<file path="src/src_pkg.sv">
// Shared constants and types for the sensor reset and mode control block.
package src_pkg;

	// ----------------------------------------------------------------
	// Clock and power-on timing
	// ----------------------------------------------------------------
	localparam int CLK_PERIOD_NS = 25;
	localparam int POR_TIME_NS = 100000;
	// Longest time, so the count rounds down.
	localparam int POR_CYC = POR_TIME_NS / CLK_PERIOD_NS;
	localparam int POR_CNT_W = 12;
	localparam logic [POR_CNT_W-1:0] POR_CNT_LAST = POR_CNT_W'(POR_CYC - 1);
	localparam logic [POR_CNT_W-1:0] POR_CNT_RST = 12'h000;

	// ----------------------------------------------------------------
	// Bus identity and mode field
	// ----------------------------------------------------------------
	localparam logic [6:0] DEV_ADDR = 7'h64;
	localparam int MODE_LSB = 0;
	localparam int MODE_W = 2;

	typedef enum logic [MODE_W-1:0] {
		MODE_STANDBY = 2'h0,
		MODE_CONT = 2'h1,
		MODE_SINGLE = 2'h2
	} src_mode_t;

	localparam src_mode_t MODE_RST = MODE_STANDBY;

endpackage

</file>
<file path="src/src_por_timer.sv">
// Power-on reset timer: holds the core until the supply is good and settled.
`timescale 1ns/10ps
`default_nettype none
module src_por_timer (
	input wire logic ref_clk_i,
	input wire logic sys_rst_i,
	input wire logic supply_ok_i,
	output logic por_done_o
);
	import src_pkg::*;

	logic [POR_CNT_W-1:0] cnt_r;
	logic [POR_CNT_W-1:0] cnt_nxt;
	logic done_r;
	logic done_nxt;

	always_comb begin
		cnt_nxt = cnt_r;
		done_nxt = done_r;
		if (!supply_ok_i) begin
			// A supply dip restarts the whole settle time.
			cnt_nxt = POR_CNT_RST;
			done_nxt = 1'b0;
		end else if (!done_r) begin
			if (cnt_r == POR_CNT_LAST) begin
				done_nxt = 1'b1;
			end else begin
				cnt_nxt = cnt_r + 12'h001;
			end
		end
	end

	always_ff @(posedge ref_clk_i) begin
		if (sys_rst_i) begin
			cnt_r <= POR_CNT_RST;
			done_r <= 1'b0;
		end else begin
			cnt_r <= cnt_nxt;
			done_r <= done_nxt;
		end
	end

	assign por_done_o = done_r;

endmodule
`default_nettype wire

</file>
<file path="src/src_ctrl.sv">
// Sensor reset and operating-mode control, top level.
`timescale 1ns/10ps
`default_nettype none
module src_ctrl (
	input wire logic ref_clk_i,
	input wire logic sys_rst_i,
	input wire logic supply_ok_i,
	input wire logic addr_valid_i,
	input wire logic [6:0] addr_byte_i,
	input wire logic soft_rst_wr_i,
	input wire logic ack_done_i,
	input wire logic mode_wr_i,
	input wire logic [src_pkg::MODE_W-1:0] mode_wdata_i,
	input wire logic meas_done_i,
	input wire logic irq_event_i,
	output logic core_rst_o,
	output logic i2c_en_o,
	output logic addr_match_o,
	output logic [src_pkg::MODE_W-1:0] mode_o,
	output logic analog_pwr_o,
	output logic interrupt_request_out_o,
	output logic interrupt_request_out_oe_o
);
	import src_pkg::*;

	// ----------------------------------------------------------------
	// Helpers
	// ----------------------------------------------------------------
	function automatic logic mode_legal(input logic [MODE_W-1:0] m);
		mode_legal = (m == MODE_STANDBY) || (m == MODE_CONT) || (m == MODE_SINGLE);
	endfunction

	logic por_done;

	src_por_timer u_por (
		.ref_clk_i(ref_clk_i),
		.sys_rst_i(sys_rst_i),
		.supply_ok_i(supply_ok_i),
		.por_done_o(por_done)
	);

	// ----------------------------------------------------------------
	// Reset sequencing
	// ----------------------------------------------------------------
	typedef enum logic {ST_POR, ST_RUN} src_state_t;

	src_state_t state_r;
	src_state_t state_nxt;
	logic srst_pend_r;
	logic srst_pend_nxt;
	logic core_rst_r;
	logic core_rst_nxt;
	logic i2c_en_r;
	logic i2c_en_nxt;
	logic srst_fire;

	// The reset write stays pending until its acknowledge bit has gone out,
	// so the bus engine is never reset in the middle of its own answer.
	assign srst_fire = (srst_pend_r || soft_rst_wr_i) && ack_done_i;

	always_comb begin
		state_nxt = state_r;
		srst_pend_nxt = srst_pend_r;
		unique case (state_r)
			ST_POR: begin
				srst_pend_nxt = 1'b0;
				if (por_done && supply_ok_i) begin
					state_nxt = ST_RUN;
				end
			end
			ST_RUN: begin
				if (!supply_ok_i || !por_done) begin
					state_nxt = ST_POR;
					srst_pend_nxt = 1'b0;
				end else if (srst_fire) begin
					srst_pend_nxt = 1'b0;
				end else if (soft_rst_wr_i) begin
					srst_pend_nxt = 1'b1;
				end
			end
		endcase
		core_rst_nxt = (state_nxt == ST_POR) || (state_r == ST_RUN && srst_fire);
		// The bus stays enabled across a software reset; only power loss stops it.
		i2c_en_nxt = (state_nxt == ST_RUN);
	end

	always_ff @(posedge ref_clk_i) begin
		if (sys_rst_i) begin
			state_r <= ST_POR;
			srst_pend_r <= 1'b0;
			core_rst_r <= 1'b1;
			i2c_en_r <= 1'b0;
		end else begin
			state_r <= state_nxt;
			srst_pend_r <= srst_pend_nxt;
			core_rst_r <= core_rst_nxt;
			i2c_en_r <= i2c_en_nxt;
		end
	end

	// ----------------------------------------------------------------
	// Address decode
	// ----------------------------------------------------------------
	logic addr_match_r;
	logic addr_match_nxt;

	always_comb begin
		// No answer before the power-on sequence ends protects a too-early host.
		addr_match_nxt = addr_valid_i && i2c_en_r && (addr_byte_i == DEV_ADDR);
	end

	always_ff @(posedge ref_clk_i) begin
		if (sys_rst_i) begin
			addr_match_r <= 1'b0;
		end else begin
			addr_match_r <= addr_match_nxt;
		end
	end

	// ----------------------------------------------------------------
	// Mode field, power and interrupt pin
	// ----------------------------------------------------------------
	logic [MODE_W-1:0] mode_r;
	logic [MODE_W-1:0] mode_nxt;
	logic analog_r;
	logic analog_nxt;
	logic irq_oe_r;
	logic irq_oe_nxt;

	always_comb begin
		mode_nxt = mode_r;
		if (core_rst_nxt) begin
			mode_nxt = MODE_RST;
		end else if (mode_wr_i && !core_rst_r && mode_legal(mode_wdata_i)) begin
			// A host write beats the self-clear; code 11 is ignored, and so is a
			// write that lands while the reset pulse still stands.
			mode_nxt = mode_wdata_i;
		end else if (mode_r == MODE_SINGLE && meas_done_i) begin
			mode_nxt = MODE_STANDBY;
		end
		analog_nxt = (mode_nxt != MODE_STANDBY);
		irq_oe_nxt = irq_event_i && (mode_nxt != MODE_STANDBY);
	end

	always_ff @(posedge ref_clk_i) begin
		if (sys_rst_i) begin
			mode_r <= MODE_RST;
			analog_r <= 1'b0;
			irq_oe_r <= 1'b0;
		end else begin
			mode_r <= mode_nxt;
			analog_r <= analog_nxt;
			irq_oe_r <= irq_oe_nxt;
		end
	end

	assign core_rst_o = core_rst_r;
	assign i2c_en_o = i2c_en_r;
	assign addr_match_o = addr_match_r;
	assign mode_o = mode_r;
	assign analog_pwr_o = analog_r;
	// Open drain: the pin only ever pulls low; the pull-up makes it high.
	assign interrupt_request_out_o = 1'b0;
	assign interrupt_request_out_oe_o = irq_oe_r;
endmodule
`default_nettype wire

</file>
<file path="config.mk">
export PLATFORM = sky130hd
export DESIGN_NAME = src_ctrl
export DESIGN_NICKNAME = d
export VERILOG_FILES = /design/src/src_pkg.sv /design/src/src_por_timer.sv /design/src/src_ctrl.sv
export SDC_FILE = /design/constraint.sdc
export NUM_CORES = 1
export LEC_CHECK = 0
export CORE_UTILIZATION = 50
export DETAILED_ROUTE_END_ITERATION = 16
export DONT_BUFFER_PORTS = 1
export PLACE_DENSITY = 0.72
export RECOVER_POWER = 50
export SETUP_SLACK_MARGIN = 0.15
export SLEW_MARGIN = 20
export SYNTH_ARGS = -nofsm -noshare
export SYNTH_HDL_FRONTEND = slang
export SYNTH_HIERARCHICAL = 1
export SYNTH_SLANG_ARGS = --single-unit
</file>
<file path="constraint.sdc">
create_clock -name ref_clk_i -period 4.6 [get_ports ref_clk_i]
set_input_delay 0.23 -clock ref_clk_i [delete_from_list [all_inputs] [get_ports ref_clk_i]]
set_output_delay 0.23 -clock ref_clk_i [all_outputs]
set_load 0.01 [all_outputs]
</file>
# [After elaboration in Yosys (flattened, before gate mapping)]
# Index checks and enable logic that the tools add are counted.
[word_totals] register_bits=21 in_bits=18 out_inout_bits=8 word_cells=54
[op_classes] n_addsub=1 n_eq_ne=6 muxes=12 n_bitwise=5 n_reduce_logical=21
[ops] cell="$add 12x1->12 const B" count=1
[ops] cell="$eq 12x12->1 const B" count=1
[ops] cell="$logic_and 1x1->1" count=9
[ops] cell="$eq 7x7->1 const B" count=1
[ops] cell="$mux 1" count=7
[ops] cell="$mux 2" count=3
[ops] cell="$logic_or 1x1->1" count=5
[ops] cell="$not 1->1" count=5
[ops] cell="$eq 2x2->1 const B" count=2
[ops] cell="$ne 4x2->1 const B" count=1
[ops] cell="$pmux 1 s2" count=2
[ops] cell="$logic_not 1->1" count=3
[ops] cell="$eq 2x1->1 const B" count=1
[ops] cell="$logic_not 2->1" count=1
[ops] cell="$reduce_and 2->1" count=1
[ops] cell="$reduce_bool 2->1" count=1
[ops] cell="$reduce_or 2->1" count=1

# [Longest topological paths before layout]
# Gate-level depths: netlist of the first run.
[depth] ltp_word=9 ltp_mapped=4 depth_no_buf=4

# [Modules after synthesis]
# The synthesis of the first run kept the hierarchy.
[modules_own_cells] mod="src_por_timer" n_inst=1 cells_per_inst=76 area_per_inst_um2=719.4 seq_area_each_um2=260.2
[modules_own_cells] mod="src_ctrl" n_inst=1 cells_per_inst=34 area_per_inst_um2=331.6 seq_area_each_um2=160.2

# [Worst setup path before layout of the first run]
# No wires, ideal clock.
[synth_timing] path_kind="register to register" start="reg u_por.cnt_r[0]" end="reg u_por.cnt_r[4]" setup_ns=0.079 t_arrival_ns=1.379 required_time_ns=4.521 slack_ns=3.142 path_stages_with_launch=5 n_path_buf=0 period_less_slack_ns=1.458 cell_sequence="dfxtp_1 ha_1 nand4bb_1 or3_4 a211oi_2"
[synth_between] elab_chain_cells=3 elab_cells_between_ends=4 cone_classes="1 x add/sub; 1 x eq/ne; 1 x bitwise; 1 x reduce/logical"
[synth_rtl] item="from (decl)" line_no="src_por_timer.sv:12" rtl="logic [POR_CNT_W-1:0] cnt_r;"
[synth_rtl] item="from (signal assigned)" line_no="src_por_timer.sv:38" rtl="cnt_r <= cnt_nxt;"
[synth_rtl] item="parallel branches: the longest is 3 deep, another holds $add 12x1->12"
# Parallel ways; which one is timed is not known.
# A chain may end at the register's enable or synchronous reset.

# [Worst setup path after layout of the first run]
# Ends and elaborated chain as after synthesis.

==> results of run 1 <==
==> logic make-up (layout without fill, tap and decap cells) <==
group,Yosys count,count (layout),synth area share
compound gates,27,27,0.179
fa+ha+maj,1,1,0.0119
buf+inv,6,10,0.0333
flops,21,21,0.400
mux,1,1,0.00952
other cells,1,1,0.00357
simple gates,53,53,0.363
==> Yosys cell counts (2+ instances only) <==
master,n,area share
nand3b_1,4,0.029
nor2_1,2,0.0071
o31ai_1,2,0.014
a21oi_1,7,0.033
nand2_1,6,0.021
nor3_1,4,0.019
a211oi_2,2,0.024
nor2b_1,3,0.018
inv_1,3,0.011
nor3b_1,3,0.021
a31oi_1,2,0.012
nand3_1,2,0.0095
dfxtp_1,21,0.40
or4_1,4,0.029
nand4_1,2,0.012
o21ai_0,5,0.024
or3_2,2,0.014
o21ai_2,2,0.017
nand2b_1,4,0.024
==> sequential cells by signal, summed over array words and instances (netlist names) <==
register and flops:
addr_match_o 1, analog_pwr_o 1, core_rst_o 1, i2c_en_o 1, interrupt_request_out_oe_o 1, mode_o 2
srst_pend_r 1, u_por/cnt_r 12, u_por/por_done_o 1
==> per-stage QoR <==
| step | area, µm² | setup WS (ns) | hold slack [ns] | util |
|---|---|---|---|---|
| after floorplan | 1050 | 3.14 | 0.306 | - |
| after global placement | 1060 | 3.02 | 0.307 | 0.541 |
| after detailed placement | 1060 | 2.95 | 0.309 | 0.541 |
| after CTS | 1120 | 2.89 | 0.0330 | 0.570 |
| after global routing | 1110 | 2.81 | 0.0411 | 0.567 |
| final | 1110 | 2.87 | 0.0390 | 0.567 |
==> repair_timing <==
| action | CTS | global route |
|---|---|---|
| hold buffers | 3 | 0 |
| endpoints found under the hold margin | 2 | 0 |
| endpoints found under the setup margin | 0 | 0 |
==> final timing paths <==
| check | end | slack, ns | cells past startpoint | start |
|---|---|---|---|---|
| max reg2reg | u_por/cnt_r[4]$_SDFFE_PP0P_ | 2.87 | 4 | u_por/cnt_r[0]$_SDFFE_PP0P_ |
| min | interrupt_request_out_oe_o$_SDFF_PP0_ | 0.04 | 2 | irq_event_i |
| max | u_por/cnt_r[4]$_SDFFE_PP0P_ | 2.87 | 4 | u_por/cnt_r[0]$_SDFFE_PP0P_ |
| min reg2reg | u_por/cnt_r[10]$_SDFFE_PP0P_ | 0.49 | 2 | u_por/cnt_r[10]$_SDFFE_PP0P_ |
==> per-layer routing <==
layer,global-route usage,vias to the layer above
met2,0.354,38
li1,-,430
met3,0.0491,6
met1,0.266,431
met5,0,-
met4,0.106,0
==> cell type report <==
class	count	share of cell area
Clock buffer	4	0.0236
Sequential cell	21	0.378
Inverter	3	0.0101
Multi-Input combinational cell	83	0.531
Timing Repair Buffer	3	0.0270
Tap cell	27	0.0304
==> power by group through the flow <==
stage | clock [W] | sequential (W) | combinational (W)
2_1_floorplan | 0 | 0.000191 | 0.0000133
3_3_place_gp | 0 | 0.000192 | 0.0000144
3_5_place_dp | 0 | 0.000192 | 0.0000149
4_1_cts | 0.0000944 | 0.000188 | 0.0000165
5_1_grt | 0.000101 | 0.000189 | 0.0000184
6_report | 0.0000934 | 0.000188 | 0.0000167
==> worst max-delay path, stage by stage (launching register included) <==
cell and delay, ns:
dfxtp_1 0.47, ha_1 0.26, nand4bb_1 0.24, or3_4 0.46
a211oi_2 0.22
==> results.md, run 1 <==
* Outcome: complete, no violations
* Antenna Nets Post-Route at 0
* CTS tree: built
* Reg area at 420 µm²
* Residual DRC at 0
* Total Routing Usage GR at 0.216
* # port buffers at 0
* Largest net degree at the start of global routing at 13
* Peak VDD IR at 0.158 mV
* Seq cells post-synth at 21
* Post-synth EDFFs at 0
* Peak Freq at 578 MHz
* Synth warn at 6
* Setup crit start kind: flip-flop
* Clock buffer depth at 2
* # fillers at 196
* DR WL/cell at 15.6 µm
* Final setup vio count at 0
* Die Ht at 47.8 µm
* TNS Setup at 0 ns
* Post-cts sizing count at 0
* Highest routed layer: met4
* Synth Flop Type: dfxtp_1
* Die area at 2290 µm²
* GR Overflow Total at 0
* Critical path class: reg -> reg
* Clock tree root buffer cell: clkbuf_4
* Hold Crit Class: in -> reg
* Clock share of power at 0.313
* Worst Tran Pin Value at 0.582 ns
* Hold Vio Cnt, Final at 0
* Total of max-cap violations at 0
* Final nets at 134
* Period minus WS final at 1.73 ns
* Post-synth cell types at 49
* CP max FO at 7
* Diode count at 0
* Initial antenna violation count at 0
* Sw power at 0.0000718 W
* CTS Sinks at 21
* Pwr dens at 268 nW/µm²
* Placer Congestion at 0.819
* Clock buffer count from CTS at 3
* Met2 WL at 1030 µm
* Flop pwr share at 0.631
* Total power at 0.000298 W
* Cell internal pwr at 0.000227 W
* HPWL after detailed placement at 1510 µm
* Vias/cell at 6.42
* Ys async rst share at 0
* RSZ-0062 raised after global routing: false
* Post-CTS Setup Inserts at 0
* Layout cell share with drive strength beyond 1 at 0.140
* Logic gate share of total power at 0.056
* Most frequent cells in the layout: 21 x dfxtp_1, 7 x a21oi_1, 6 x nand2_1, 6 x o21ai_0
* Finished Layout Cells at 141
* Syn Std Cell Area at 1050 µm²
* Critical Path RT at 4.85 ns
* Synth Net Count at 129
* Met3 WL at 110 µm
* # IOs at 26
* Skew-Pair Late Insertion Delay at 0.32 ns
* Seq/Total Area, Yosys at 0.400
* 1st-pass router iterations at 4
* Critical Path AT at 1.98 ns
* Switching share of power at 0.240
* H-tree lvl count at 1
* Global-route wire length before repair at 3370 µm
* Final Cycle Share at 0.376
* Slew margin rel. at 0.608
* Clock skew at 0.00976 ns
* Core ar. at 1960 µm²
* Leak at 0.363 nW
* M1 wire length at 1020 µm
* Final WL at 2200 µm
* Via count at 905
* Initial drt markers at 18
* Starting density of the core at 0.536
* Final Max Tran Viols at 0
* Die X-Extent at 47.8 µm
* Most common cell after layout, fill and taps aside: dfxtp_1
* Synthesized area per cell at 9.55 µm²
* Area Growth Syn to Fin at 5.83%
* Multi-input logic area at 591 µm²
* Placed cell count at 134
* Clk slew on worst S/H paths at 0.12 ns
* Vias in the first global route at 820
* CP endpoint kind: flip-flop
* Synthesized instance count at 110
* Cell Rows at 16
Power figures use the tool's default switching activity.
==> inputs of run 2 (changes only) <==
Clock period 4.6 ns to 1.6 ns, I/O delays scaled along.
==> run 2 against run 1 <==
Worst setup slack got worse by 2.7 ns. Global-route usage rose by 0.30 points. Worst hold slack lost 0.033 ns. Final cell count rose by 8.5%. Flip-flop and latch count unchanged. Register-to-register slack lost 2.7 ns. Clock skew fell by 0.0087 ns. Clock-buffer cell count unchanged. Combinational power increased to 5.0 times the previous value. Wire length up 6.1%.
==> results.md, run 2 (synthesis gave the netlist of run 1 again) <==
* Outcome: complete, no violations
* Clock buffer count from CTS at 3
* CTS tree: built
* CP endpoint kind: flip-flop
* Clock buffer depth at 2
* Initial antenna violation count at 0
* Critical Path RT at 1.83 ns
* Period minus WS final at 1.39 ns
* Setup crit start kind: flip-flop
* CP max-delay cell: or3_4
* Layout cell share with drive strength beyond 1 at 0.270
* Die area at 2290 µm²
* Vias/cell at 6.09
* Total Routing Usage GR at 0.219
* Residual DRC at 0
* Worst hold slack at 0.00570 ns
* Final WL at 2340 µm
* Critical Path AT at 1.62 ns
* Max reg flops at 12
* HPWL after detailed placement at 1550 µm
* Die X-Extent at 47.8 µm
* Via count at 932
* HP Start: sys_rst_i
* Hold Crit Class: in -> reg
* GR Overflow Total at 0
* CP max FO at 5
* Reg-to-Reg Start: u_por/cnt_r[0]$_SDFFE_PP0P_
* Antenna Nets Post-Route at 0
* Peak Freq at 721 MHz
* Diode count at 0
* Skew-Pair Late Insertion Delay at 0.30 ns
* Leak at 0.417 nW
* DR WL/cell at 15.3 µm
* Area Growth Syn to Fin at 20.5%
* Clk slew on worst S/H paths at 0.11 ns
* Core ar. at 1960 µm²
* # IOs at 26
* RSZ-0062 raised after global routing: true
* Global-route wire length before repair at 3510 µm
* Most common cell after layout, fill and taps aside: dfxtp_1
* Delay-heaviest family, CP: simple AND/OR/NAND/NOR gates
* Die Ht at 47.8 µm
* CP cell instances: ha_4 -> nand4bb_4 -> or3_4 -> a211oi_2
* Critical path class: reg -> reg
* Hold Vio Cnt, Final at 0
* Vias in the first global route at 861
* Largest net degree at the start of global routing at 12
* Initial drt markers at 13
* Number of buffer and inverter stages on the critical path at 0
* Final nets at 146
* Total of max-cap violations at 0
* Setup WS post-layout at 0.214 ns
* Starting density of the core at 0.536
* Clock skew at 0.00109 ns
* Final Cycle Share at 0.867
* 1st-pass router iterations at 4
* TNS Setup at 0 ns
* CP startpoint: u_por/cnt_r[0]$_SDFFE_PP0P_
* Clock tree root buffer cell: clkbuf_4
* Placer Congestion at 0.925
* Most frequent cells in the layout: 15 x dfxtp_1, 8 x dlygate4sd3_1, 6 x nand2_1, 6 x dfxtp_2
* Dpl ws at 0.142 ns
* H-tree lvl count at 1
* Cell Rows at 16
* # port buffers at 0
* Pwr dens at 693 nW/µm²
* Final Max Tran Viols at 0
* Final setup vio count at 0
* Biggest register: u_por/cnt_r
* Crit-path max cell delay at 0.42 ns
* Peak VDD IR at 0.578 mV
* CTS Sinks at 21
run 2: repair_timing:
action,CTS,global route
pin swaps,0,6
gates resized for setup,2,9
hold buffers,8,0
setup buffers,0,2
hold endpoints to repair,8,0
setup endpoints to repair,6,10
run 2: stage by stage:
step | std cells | util | total power, W | instance area [µm²]
2_1_floorplan | 110 | - | 0.000589 | 1050
3_3_place_gp | 139 | 0.562 | 0.000607 | 1100
3_5_place_dp | 139 | 0.562 | 0.000609 | 1100
4_1_cts | 151 | 0.625 | 0.000873 | 1230
5_1_grt | 153 | 0.645 | 0.000926 | 1270
6_report | 153 | 0.645 | 0.000878 | 1270
run 2: routing by layer:
| metal | wire length, µm | vias up | track usage |
|---|---|---|---|
| met5 | 0 | - | 0 |
| met4 | 24 | 0 | 0.0778 |
| met3 | 98 | 2 | 0.0415 |
| met2 | 1180 | 32 | 0.381 |
| met1 | 1030 | 441 | 0.268 |
| li1 | - | 457 | - |
run 2: cell type report:
class | count | area [µm²]
multi-input cells | 83 | 634
repair buffers | 15 | 133
flip-flops and latches | 21 | 428
clock buffers | 4 | 26.3
fillers | 176 | 696
inverters | 3 | 11.3
well taps | 27 | 33.8
run 2: final timing paths:
check	end	slack [ns]	depth (start not counted)
setup reg to reg	u_por/cnt_r[4]$_SDFFE_PP0P_	0.21	4
setup / recovery	u_por/cnt_r[4]$_SDFFE_PP0P_	0.21	4
hold / removal	u_por/cnt_r[1]$_SDFFE_PP0P_	0.006	3
hold reg to reg	u_por/cnt_r[10]$_SDFFE_PP0P_	0.50	2
run 2: report_power, final:
part,switching (W),internal (W),total (W),leakage [nW]
combinational,0.0000373,0.0000469,0.0000842,0.230
clock,0.000157,0.0000972,0.000254,0.0150
sequential,0.00000819,0.000531,0.000539,0.172
total,0.000203,0.000675,0.000878,0.417
run 2: worst min-delay path, stage by stage:
cell and delay (ns):
nor4bb_1 0.04, o21ai_0 0.07, nand3_1 0.08
